`src/mfc_pkg.sv`:
```
// Package of constants and types for the multi function counter
package mfc_pkg;

	// ----------------------------------------------------------------
	// Widths
	// ----------------------------------------------------------------
	localparam int unsigned DATA_W = 32;
	localparam int unsigned ADDR_W = 16;
	localparam int unsigned NUM_PINS = 3;

	// ----------------------------------------------------------------
	// Pin positions inside the synchronised pin vector
	// ----------------------------------------------------------------
	localparam int unsigned PIN_A = 0;
	localparam int unsigned PIN_B = 1;
	localparam int unsigned PIN_LATCH = 2;

	// ----------------------------------------------------------------
	// Register word addresses
	// ----------------------------------------------------------------
	localparam logic [15:0] ADDR_CTRL = 16'h0000;
	localparam logic [15:0] ADDR_UPPER = 16'h0001;
	localparam logic [15:0] ADDR_LOWER = 16'h0002;
	localparam logic [15:0] ADDR_ADD = 16'h0003;
	localparam logic [15:0] ADDR_PRESET = 16'h0004;
	localparam logic [15:0] ADDR_CMPA = 16'h0005;
	localparam logic [15:0] ADDR_CMPB = 16'h0006;
	localparam logic [15:0] ADDR_CLKDIV = 16'h0007;
	localparam logic [15:0] ADDR_COUNT = 16'h0008;
	localparam logic [15:0] ADDR_STATUS = 16'h0009;
	localparam logic [15:0] ADDR_LATCH = 16'h03E8;

	// ----------------------------------------------------------------
	// Control register fields
	// ----------------------------------------------------------------
	localparam int unsigned CTRL_W = 6;
	localparam int unsigned CTRL_EN = 0;
	localparam int unsigned CTRL_MODE_LO = 1;
	localparam int unsigned CTRL_MODE_HI = 2;
	localparam int unsigned CTRL_ADD_EN = 3;
	localparam int unsigned CTRL_LATCH_FALL = 4;
	localparam int unsigned CTRL_STOP_PRESET = 5;

	// ----------------------------------------------------------------
	// Status register fields
	// ----------------------------------------------------------------
	localparam int unsigned STAT_RUN = 0;
	localparam int unsigned STAT_CMP = 1;
	localparam int unsigned STAT_PULSE = 2;

	// ----------------------------------------------------------------
	// Reset values
	// ----------------------------------------------------------------
	localparam logic [5:0] CTRL_RST = 6'h00;
	localparam logic [31:0] UPPER_RST = 32'h0000_0014;
	localparam logic [31:0] LOWER_RST = 32'h0000_0000;
	localparam logic [31:0] ADD_RST = 32'h0000_0001;
	localparam logic [31:0] PRESET_RST = 32'h0000_0000;
	localparam logic [31:0] CMPA_RST = 32'h0000_000A;
	localparam logic [31:0] CMPB_RST = 32'h0000_0013;
	localparam logic [15:0] CLKDIV_RST = 16'h0000;

	// ----------------------------------------------------------------
	// Timing
	// ----------------------------------------------------------------
	localparam int unsigned CLK_PERIOD_NS = 20;
	localparam int unsigned PULSE_WIDTH_MS = 1;
	localparam int unsigned PULSE_CYCLES = PULSE_WIDTH_MS * 1000000 / CLK_PERIOD_NS;

	// ----------------------------------------------------------------
	// Operating modes
	// ----------------------------------------------------------------
	typedef enum logic [1:0] {
		MODE_TIMER,
		MODE_UPDOWN,
		MODE_RATIO,
		MODE_SPARE
	} mode_e;

endpackage : mfc_pkg

```
`src/pin_edge_if.sv`:
```
// Interface carrying synchronised pin levels and their edges
`timescale 1ns/100ps
interface pin_edge_if #(parameter int unsigned N = 3);
	logic [N-1:0] level;
	logic [N-1:0] rise;
	logic [N-1:0] fall;
	modport src (output level, output rise, output fall);
	modport dst (input level, input rise, input fall);
endinterface : pin_edge_if

```
`src/multi_function_counter.sv`:
```
// Multi function counter: fixed cycle output, latch, up/down and ratio
// ----------------------------------------------------------------
// Contract
// - A rise on input A starts timer output, one compare pulse per cycle.
// - A rise on input B stops timer output.
// - A latch event copies the current count into the latch register.
// - Every later latch event overwrites the latch register.
// - Latch detection can be set to the falling edge of the latch pin.
// - Two-phase x1 decoding: forward event counts up, reverse counts down.
// - The latch value is readable by the host at address 1000.
// - Ratio mode limits the step to half the upper limit, ratio at most one.
// - Ratio mode counts both edges of input A and nothing else.
// - Ratio equals step over half the upper limit, step added per edge.
// - Compare output is high while count lies in the set range, in timer mode only while running.
// - Each compare rise holds the output pulse high for a fixed 1ms from that rise; a rise during a pulse restarts it.
// - Ring period equals upper minus lower counter clock periods.
// ----------------------------------------------------------------
`timescale 1ns/100ps
module multi_function_counter #(
	parameter int unsigned PULSE_CYCLES = mfc_pkg::PULSE_CYCLES
) (
	input wire logic i_clk,            // System clock, 50 MHz
	input wire logic i_rst,            // Synchronous reset, active high
	input wire logic [15:0] i_addr,    // Register word address
	input wire logic [31:0] i_wdata,   // Write data
	input wire logic i_wr,             // Write strobe
	input wire logic i_rd,             // Read strobe
	output logic [31:0] o_rdata,       // Read data, cycle after strobe
	input wire logic i_in_a,           // Start pin / phase A / ratio input
	input wire logic i_in_b,           // Stop pin / phase B
	input wire logic i_latch,          // Latch pin
	output logic o_cmp,                // Compare output
	output logic o_pulse,              // Fixed width output pulse
	output logic o_running             // Timer output active
);
	// ----------------------------------------------------------------
	// Pin conditioning
	// ----------------------------------------------------------------
	pin_edge_if #(.N(mfc_pkg::NUM_PINS)) ev ();

	pin_sync #(.N(mfc_pkg::NUM_PINS)) u_sync (
		.i_clk(i_clk),
		.i_rst(i_rst),
		.i_pins({i_latch, i_in_b, i_in_a}),
		.o_ev(ev.src)
	);

	// ----------------------------------------------------------------
	// Registers
	// ----------------------------------------------------------------
	logic [5:0] ctrl;
	logic [31:0] upper;
	logic [31:0] lower;
	logic [31:0] add_val;
	logic [31:0] preset;
	logic [31:0] cmpa;
	logic [31:0] cmpb;
	logic [15:0] clkdiv;
	logic [31:0] count;
	logic [31:0] latch_val;
	logic run;
	logic cmp_q;
	logic pulse_q;
	logic [31:0] pulse_cnt;
	logic [15:0] div_cnt;

	// ----------------------------------------------------------------
	// Decode
	// ----------------------------------------------------------------
	mfc_pkg::mode_e mode;
	wire en = ctrl[mfc_pkg::CTRL_EN];
	wire add_en = ctrl[mfc_pkg::CTRL_ADD_EN];
	wire latch_fall = ctrl[mfc_pkg::CTRL_LATCH_FALL];
	wire stop_preset = ctrl[mfc_pkg::CTRL_STOP_PRESET];
	assign mode = mfc_pkg::mode_e'(ctrl[mfc_pkg::CTRL_MODE_HI:mfc_pkg::CTRL_MODE_LO]);
	wire is_timer = (mode == mfc_pkg::MODE_TIMER);
	wire is_updown = (mode == mfc_pkg::MODE_UPDOWN);
	wire is_ratio = (mode == mfc_pkg::MODE_RATIO);

	wire rise_a = ev.rise[mfc_pkg::PIN_A];
	wire fall_a = ev.fall[mfc_pkg::PIN_A];
	wire rise_b = ev.rise[mfc_pkg::PIN_B];
	wire level_b = ev.level[mfc_pkg::PIN_B];
	wire rise_l = ev.rise[mfc_pkg::PIN_LATCH];
	wire fall_l = ev.fall[mfc_pkg::PIN_LATCH];

	// Counter clock: one-cycle enable every clkdiv+1 system clocks
	wire tick = (div_cnt == clkdiv);

	// Start and stop only act in timer mode
	wire start_evt = is_timer && en && rise_a;
	wire stop_evt = is_timer && rise_b;

	// Count events per mode; ratio mode ignores input B entirely
	wire inc_timer = is_timer && run && tick;
	wire inc_ud = is_updown && en && rise_a && !level_b;
	wire dec_ud = is_updown && en && fall_a && !level_b;
	wire inc_ratio = is_ratio && en && (rise_a || fall_a);
	wire inc = inc_timer || inc_ud || inc_ratio;
	wire dec = dec_ud;

	// Step size; a step above half the range would exceed ratio one
	wire [31:0] half_upper = upper >> 1;
	wire add_clamp = is_ratio && (add_val > half_upper);
	wire [31:0] add_eff = add_clamp ? half_upper : add_val;
	wire [31:0] step = add_en ? add_eff : 32'h0000_0001;
	wire [31:0] span = upper - lower;

	// Ring arithmetic in 33 bits so the sum cannot overflow
	wire [32:0] sum = {1'b0, count} + {1'b0, step};
	wire up_wrap = (sum >= {1'b0, upper});
	wire [32:0] up_wrapped = sum - {1'b0, span};
	wire [31:0] up_next = up_wrap ? up_wrapped[31:0] : sum[31:0];
	wire [32:0] low_lim = {1'b0, lower} + {1'b0, step};
	wire dn_wrap = ({1'b0, count} < low_lim);
	wire [31:0] dn_next = dn_wrap ? (count + span - step) : (count - step);

	wire [31:0] next_count = (stop_evt && stop_preset) ? preset :
		inc ? up_next :
		dec ? dn_next : count;

	// Stop beats start when both pins rise in the same cycle
	wire next_run = stop_evt ? 1'b0 : (start_evt ? 1'b1 : run);

	// Range compare; timer mode gates it with run
	wire in_range = (count >= cmpa) && (count <= cmpb);
	wire cmp_gated = in_range && (!is_timer || run);
	wire cmp_rise = cmp_gated && !cmp_q;

	wire latch_evt = latch_fall ? fall_l : rise_l;

	// ----------------------------------------------------------------
	// Register bus decode
	// ----------------------------------------------------------------
	wire wr_ctrl = i_wr && (i_addr == mfc_pkg::ADDR_CTRL);
	wire wr_upper = i_wr && (i_addr == mfc_pkg::ADDR_UPPER);
	wire wr_lower = i_wr && (i_addr == mfc_pkg::ADDR_LOWER);
	wire wr_add = i_wr && (i_addr == mfc_pkg::ADDR_ADD);
	wire wr_preset = i_wr && (i_addr == mfc_pkg::ADDR_PRESET);
	wire wr_cmpa = i_wr && (i_addr == mfc_pkg::ADDR_CMPA);
	wire wr_cmpb = i_wr && (i_addr == mfc_pkg::ADDR_CMPB);
	wire wr_clkdiv = i_wr && (i_addr == mfc_pkg::ADDR_CLKDIV);

	wire [31:0] status = {29'h0000_0000, pulse_q, cmp_q, run};
	wire [31:0] rd_mux =
		(i_addr == mfc_pkg::ADDR_CTRL) ? {26'h000_0000, ctrl} :
		(i_addr == mfc_pkg::ADDR_UPPER) ? upper :
		(i_addr == mfc_pkg::ADDR_LOWER) ? lower :
		(i_addr == mfc_pkg::ADDR_ADD) ? add_val :
		(i_addr == mfc_pkg::ADDR_PRESET) ? preset :
		(i_addr == mfc_pkg::ADDR_CMPA) ? cmpa :
		(i_addr == mfc_pkg::ADDR_CMPB) ? cmpb :
		(i_addr == mfc_pkg::ADDR_CLKDIV) ? {16'h0000, clkdiv} :
		(i_addr == mfc_pkg::ADDR_COUNT) ? count :
		(i_addr == mfc_pkg::ADDR_STATUS) ? status :
		(i_addr == mfc_pkg::ADDR_LATCH) ? latch_val : 32'h0000_0000;

	// ----------------------------------------------------------------
	// Configuration registers
	// ----------------------------------------------------------------
	always_ff @(posedge i_clk) begin
		if (i_rst) begin
			ctrl <= mfc_pkg::CTRL_RST;
			upper <= mfc_pkg::UPPER_RST;
			lower <= mfc_pkg::LOWER_RST;
			add_val <= mfc_pkg::ADD_RST;
			preset <= mfc_pkg::PRESET_RST;
			cmpa <= mfc_pkg::CMPA_RST;
			cmpb <= mfc_pkg::CMPB_RST;
			clkdiv <= mfc_pkg::CLKDIV_RST;
		end else begin
			if (wr_ctrl) ctrl <= i_wdata[5:0];
			if (wr_upper) upper <= i_wdata;
			if (wr_lower) lower <= i_wdata;
			if (wr_add) add_val <= i_wdata;
			if (wr_preset) preset <= i_wdata;
			if (wr_cmpa) cmpa <= i_wdata;
			if (wr_cmpb) cmpb <= i_wdata;
			if (wr_clkdiv) clkdiv <= i_wdata[15:0];
		end
	end

	always_ff @(posedge i_clk) begin
		if (i_rst) o_rdata <= 32'h0000_0000;
		else if (i_rd) o_rdata <= rd_mux;
	end

	// ----------------------------------------------------------------
	// Counter clock divider
	// ----------------------------------------------------------------
	always_ff @(posedge i_clk) begin
		if (i_rst || tick || !run) div_cnt <= 16'h0000;
		else div_cnt <= div_cnt + 16'h0001;
	end

	// ----------------------------------------------------------------
	// Counter, run flag and latch
	// ----------------------------------------------------------------
	always_ff @(posedge i_clk) begin
		if (i_rst) begin
			count <= mfc_pkg::PRESET_RST;
			run <= 1'b0;
			latch_val <= 32'h0000_0000;
		end else begin
			count <= next_count;
			run <= next_run;
			if (latch_evt) latch_val <= count;
		end
	end

	// ----------------------------------------------------------------
	// Compare output and fixed width pulse
	// ----------------------------------------------------------------
	// A compare rise during a pulse restarts the width count.
	always_ff @(posedge i_clk) begin
		if (i_rst) begin
			cmp_q <= 1'b0;
			pulse_q <= 1'b0;
			pulse_cnt <= 32'h0000_0000;
		end else begin
			cmp_q <= cmp_gated;
			if (cmp_rise) begin
				pulse_q <= 1'b1;
				pulse_cnt <= 32'(PULSE_CYCLES);
			end else if (pulse_cnt != 32'h0000_0000) begin
				pulse_cnt <= pulse_cnt - 32'h0000_0001;
				pulse_q <= (pulse_cnt != 32'h0000_0001);
			end
		end
	end

	assign o_cmp = cmp_q;
	assign o_pulse = pulse_q;
	assign o_running = run;
endmodule : multi_function_counter

```
`src/pin_sync.sv`:
```
// Two-stage pin synchroniser with rise and fall detection per pin
`timescale 1ns/100ps
module pin_sync #(
	parameter int unsigned N = 3
) (
	input wire logic i_clk,            // System clock
	input wire logic i_rst,            // Synchronous reset, active high
	input wire logic [N-1:0] i_pins,   // Asynchronous pins
	pin_edge_if.src o_ev               // Levels and edges
);
	logic [N-1:0] meta;
	logic [N-1:0] sync;
	logic [N-1:0] prev;

	// ----------------------------------------------------------------
	// Per-pin stages
	// ----------------------------------------------------------------
	// Edges come from the second and third stages only, so the
	// metastable first stage never reaches logic.
	for (genvar g = 0; g < N; g++) begin : g_pin
		always_ff @(posedge i_clk) begin
			if (i_rst) begin
				meta[g] <= 1'b0;
				sync[g] <= 1'b0;
				prev[g] <= 1'b0;
			end else begin
				meta[g] <= i_pins[g];
				sync[g] <= meta[g];
				prev[g] <= sync[g];
			end
		end
		assign o_ev.level[g] = sync[g];
		assign o_ev.rise[g] = sync[g] & ~prev[g];
		assign o_ev.fall[g] = ~sync[g] & prev[g];
	end
endmodule : pin_sync

```
`config.mk`:
```
export PLATFORM = sky130hd
export DESIGN_NAME = multi_function_counter
export DESIGN_NICKNAME = d
export VERILOG_FILES = /design/src/mfc_pkg.sv /design/src/pin_edge_if.sv /design/src/multi_function_counter.sv /design/src/pin_sync.sv
export SDC_FILE = /design/constraint.sdc
export NUM_CORES = 2
export LEC_CHECK = 0
export ABC_AREA = 0
export BUFFER_PORTS_ARGS = -buffer_cell sky130_fd_sc_hd__buf_2
export CELL_PAD_IN_SITES_DETAIL_PLACEMENT = 0
export CELL_PAD_IN_SITES_GLOBAL_PLACEMENT = 2
export CORE_ASPECT_RATIO = 0.9
export CORE_MARGIN = 3
export CORE_UTILIZATION = 41
export DETAILED_ROUTE_END_ITERATION = 8
export PLACE_DENSITY_LB_ADDON = 0.08
export SLEW_MARGIN = 10
export SYNTH_ARGS = -nofsm -noshare
export SYNTH_HDL_FRONTEND = slang
export SYNTH_SLANG_ARGS = --single-unit
export TNS_END_PERCENT = 100
```
`constraint.sdc`:
```
create_clock -name i_clk -period 13.7 [get_ports i_clk]
set_clock_uncertainty 0.15 [all_clocks]
set_input_delay 2.74 -clock i_clk [delete_from_list [all_inputs] [get_ports i_clk]]
set_output_delay 2.74 -clock i_clk [all_outputs]
set_load 0.03 [all_outputs]
```
==> flow_summary.ini <==
[clock_network]
root_buffer = clkbuf_16
clkSlewWorstSetupHoldPaths_ns = 0.06
cts_sinks = 370
cts-hold-fix-buffers = 0
h-tree-depth = 2
cts_resized = 0
cts_buffer_depth = 3
post_cts_buffers = 0
insertion_delay_ns = 0.59
tritoncts = yes
numCtsBuffers = 45

[worst_setup_path]
crit_required_ns = 14.06
arrival_ns = 10.47
path_buf_inv = 6
end_kind = register
setup.worst_path.class = reg2reg
reg2reg_to = count[24]
cp_top_family = compound AO/OA/AOI/OAI gates
start_kind = register
worst-r2r-setup-slack_ns = 3.59
cpPeakStageDelay_ns = 0.66
cp.depth = 37
reg2reg_depth = 37
cp_common_cell = a21o_1
path_max_fanout = 51
slowest_stage = a2111oi_1
rr_startpoint = upper[18]

[global_routing]
grt_max_degree = 159
gr-total-overflow = 0
grt_pass1_wl_um = 177000
grt_pass1_vias = 27200
grt.total_usage_pct = 29.6
antenna_found_initial = 4

[cells_and_area]
drive_gt1_share_pct = 6.30
fin_nets = 4537
syn2layout_area_growth_pct = 9.46
instances_no_fill = 5147
diodes = 0
fillers = 7705

[placed_design]
gp_routability_congestion = 0.956
dp_hpwl_um = 94900
portBuffers = 89
dp.cells = 5064

[yosys]
synthesis.area_sq_um = 31200
yosysMostFrequentCell = nand2_1
async_flop_share_pct = 0
synth_cell_types = 90
ys.flop_type = dfxtp_1
syn_area_per_cell_sq_um = 7.57
synthTopCellsByCount = nand2_1 (707), a21oi_1 (512), dfxtp_1 (370)
ys_seq_area_share_pct = 23.8
syn_nets = 4564
yosysWarnings = 0
ys_ff_latch = 370
syn-instance-count = 4120
synth_area_leaders = dfxtp_1 (24%), ha_1 (14%), nand2_1 (8.5%)
synth_edf_count = 0
synth_top_area_share_pct = 23.8
synth_top_area_cell = dfxtp_1

[timing]
drv_slew = 0
hold_viol_final = 0
min_period_ns = 10.11
rsz0062_at_grt = no
finalCritPeriodShare_pct = 73.8
slew_headroom_pct = 18.5
tightest_slew_ns = 1.22
report.final.setup_viol = 0
max_freq_mhz = 98.9
fin_tns_setup_ns = 0

[route]
finalWirelength_um = 120000
drt_iter0_drc = 2548
drc = 0
dr_total_vias = 29500
drtAntennaViolNets = 0
via_per_inst = 5.73
dr.pass1.iters = 6
wl_per_cell_um = 23.4

[outcome]
outcome = finished, final reports clean

[floorplan]
die_y_um = 268
start_util_pct = 41.6
die_w_um = 297
io_pins = 90
rows = 95
die-area_sq_um = 79400
coreArea_sq_um = 75000

[pwr]
vdd_drop_max_v = 0.000180
pwr-share-seq_pct = 41.2
p_sw_uw = 758
p_int_uw = 2050
power.density_nw_per_um2 = 82.2
combPwrFrac_pct = 11.0
clockPowerShare_pct = 47.8
switching_share_pct = 27.0
p_leak_uw = 0.0140

[run]
cap_violations = 0

[min_path]
whs_path_depth = 1
hold_path.class = reg2reg
hold_start = u_sync.meta[2]
hold_end = u_sync.o_ev.level[2]
-- worst max path at each step --
stage / end / from
floorplan: count[2] / upper[18]
global placement: count[24] / upper[18]
detailed placement: count[24] / upper[18]
CTS: count[24] / upper[18]
global route: count[24] / upper[18]
finish: count[24] / upper[18]
-- routing by layer --
metal  routed length (um)  share of wire, %  up-vias  track usage (%)
li1                     -                 -    14500                -
met1                62000                52    14000             46.8
met2                47600                40      917             42.0
met3                 7880               6.6      107             3.68
met4                 2680               2.2        2             6.66
met5                   13             0.011        -                0
-- logic make-up after synthesis --
group,Yosys count,share of synthesized area (%)
and+or+nand+nor,1334,19.2
AOI/OAI and AO/OA,1206,24.4
buffers and inverters,475,5.84
adders and majority gates,389,16.5
DFF,370,23.8
xor gates and xnor gates,225,6.32
muxes,121,4.01
-- stage by stage --
| step | utilization (%) | total power, uW | cell area, sq um | setup slack (ns) | hold slack (ns) |
|---|---|---|---|---|---|
| floorplan | - | 1410 | 31200 | 5.62 | 0.264 |
| global placement | 43.3 | 1490 | 32500 | 3.64 | 0.269 |
| detailed placement | 43.3 | 1490 | 32500 | 3.57 | 0.281 |
| CTS | 45.5 | 2830 | 34100 | 3.57 | 0.294 |
| global route | 45.5 | 2920 | 34100 | 2.99 | 0.311 |
| finish | 45.5 | 2810 | 34100 | 3.59 | 0.294 |
-- cell usage in the layout (no fill, tap or decap), types with 15 or more instances in the layout --
master     Yosys  routed
nand3_1       44      44
a22oi_1       59      59
a21o_1       121     121
fa_1          36      36
dfxtp_1      370     369
o21a_1        43      43
nand4_1       39      39
or3_1         20      20
a221oi_1      15      15
nor4_1        20      19
buf_2         28      87
buf_4          1      40
nand2_1      707     707
o22ai_1       16      16
and3_1        18      18
o21bai_1      29      29
xnor2_1      148     148
nor3_1        65      62
a221o_1       30      30
nor2b_1       49      48
a31oi_1       18      18
clkbuf_16      0      45
o21ai_1       48      47
inv_1        267     267
ha_1         353     353
a21oi_1      512     511
mux2_1        28      28
a211oi_1      25      25
o211ai_1      36      36
nor2_1       236     235
o21ai_0      119     118
nand2b_1      53      53
mux2i_1       89      89
xor2_1        77      77
-- area by class of cell --
type	instances	area [sq um]	area share, %
multi-input cells	3275	22000	64.5
repair buffers	129	771	2.26
well taps	1018	1270	3.73
flip-flops and latches	370	7410	21.7
clock buffers	53	1210	3.53
inverters	272	1020	2.99
clock inverters	30	429	1.26
-- worst register-to-register path, delay by kind of cell (launching register included) --
kind | cells | cell delay (ns)
AOI/OAI and AO/OA | 20 | 4.65
buffers and inverters | 6 | 1.59
and+or+nand+nor | 6 | 1.19
adders and majority gates | 3 | 1.04
xor gates and xnor gates | 1 | 0.56
muxes | 1 | 0.45
DFF | 1 | 0.42
-- power groups by stage --
stage          combinational (uW)  sequential [uW]  clock, uW
5_1_grt                       345             1160       1410
4_1_cts                       310             1160       1360
3_5_place_dp                  308             1180          0
6_report                      308             1160       1340
3_3_place_gp                  309             1180          0
2_1_floorplan                 239             1170          0
-- flip-flops by register name, summed over array words and instances (netlist names), 3 cells and up --
register,flops
div_cnt,16
o_rdata,32
latch_val,32
u_sync.o_ev.level,3
ctrl,6
cmpa,32
clkdiv,16
cmpb,32
preset,32
count,32
add_val,32
upper,32
u_sync.meta,3
lower,32
u_sync.prev,3
pulse_cnt,32
(Power assumes the default switching activity.)
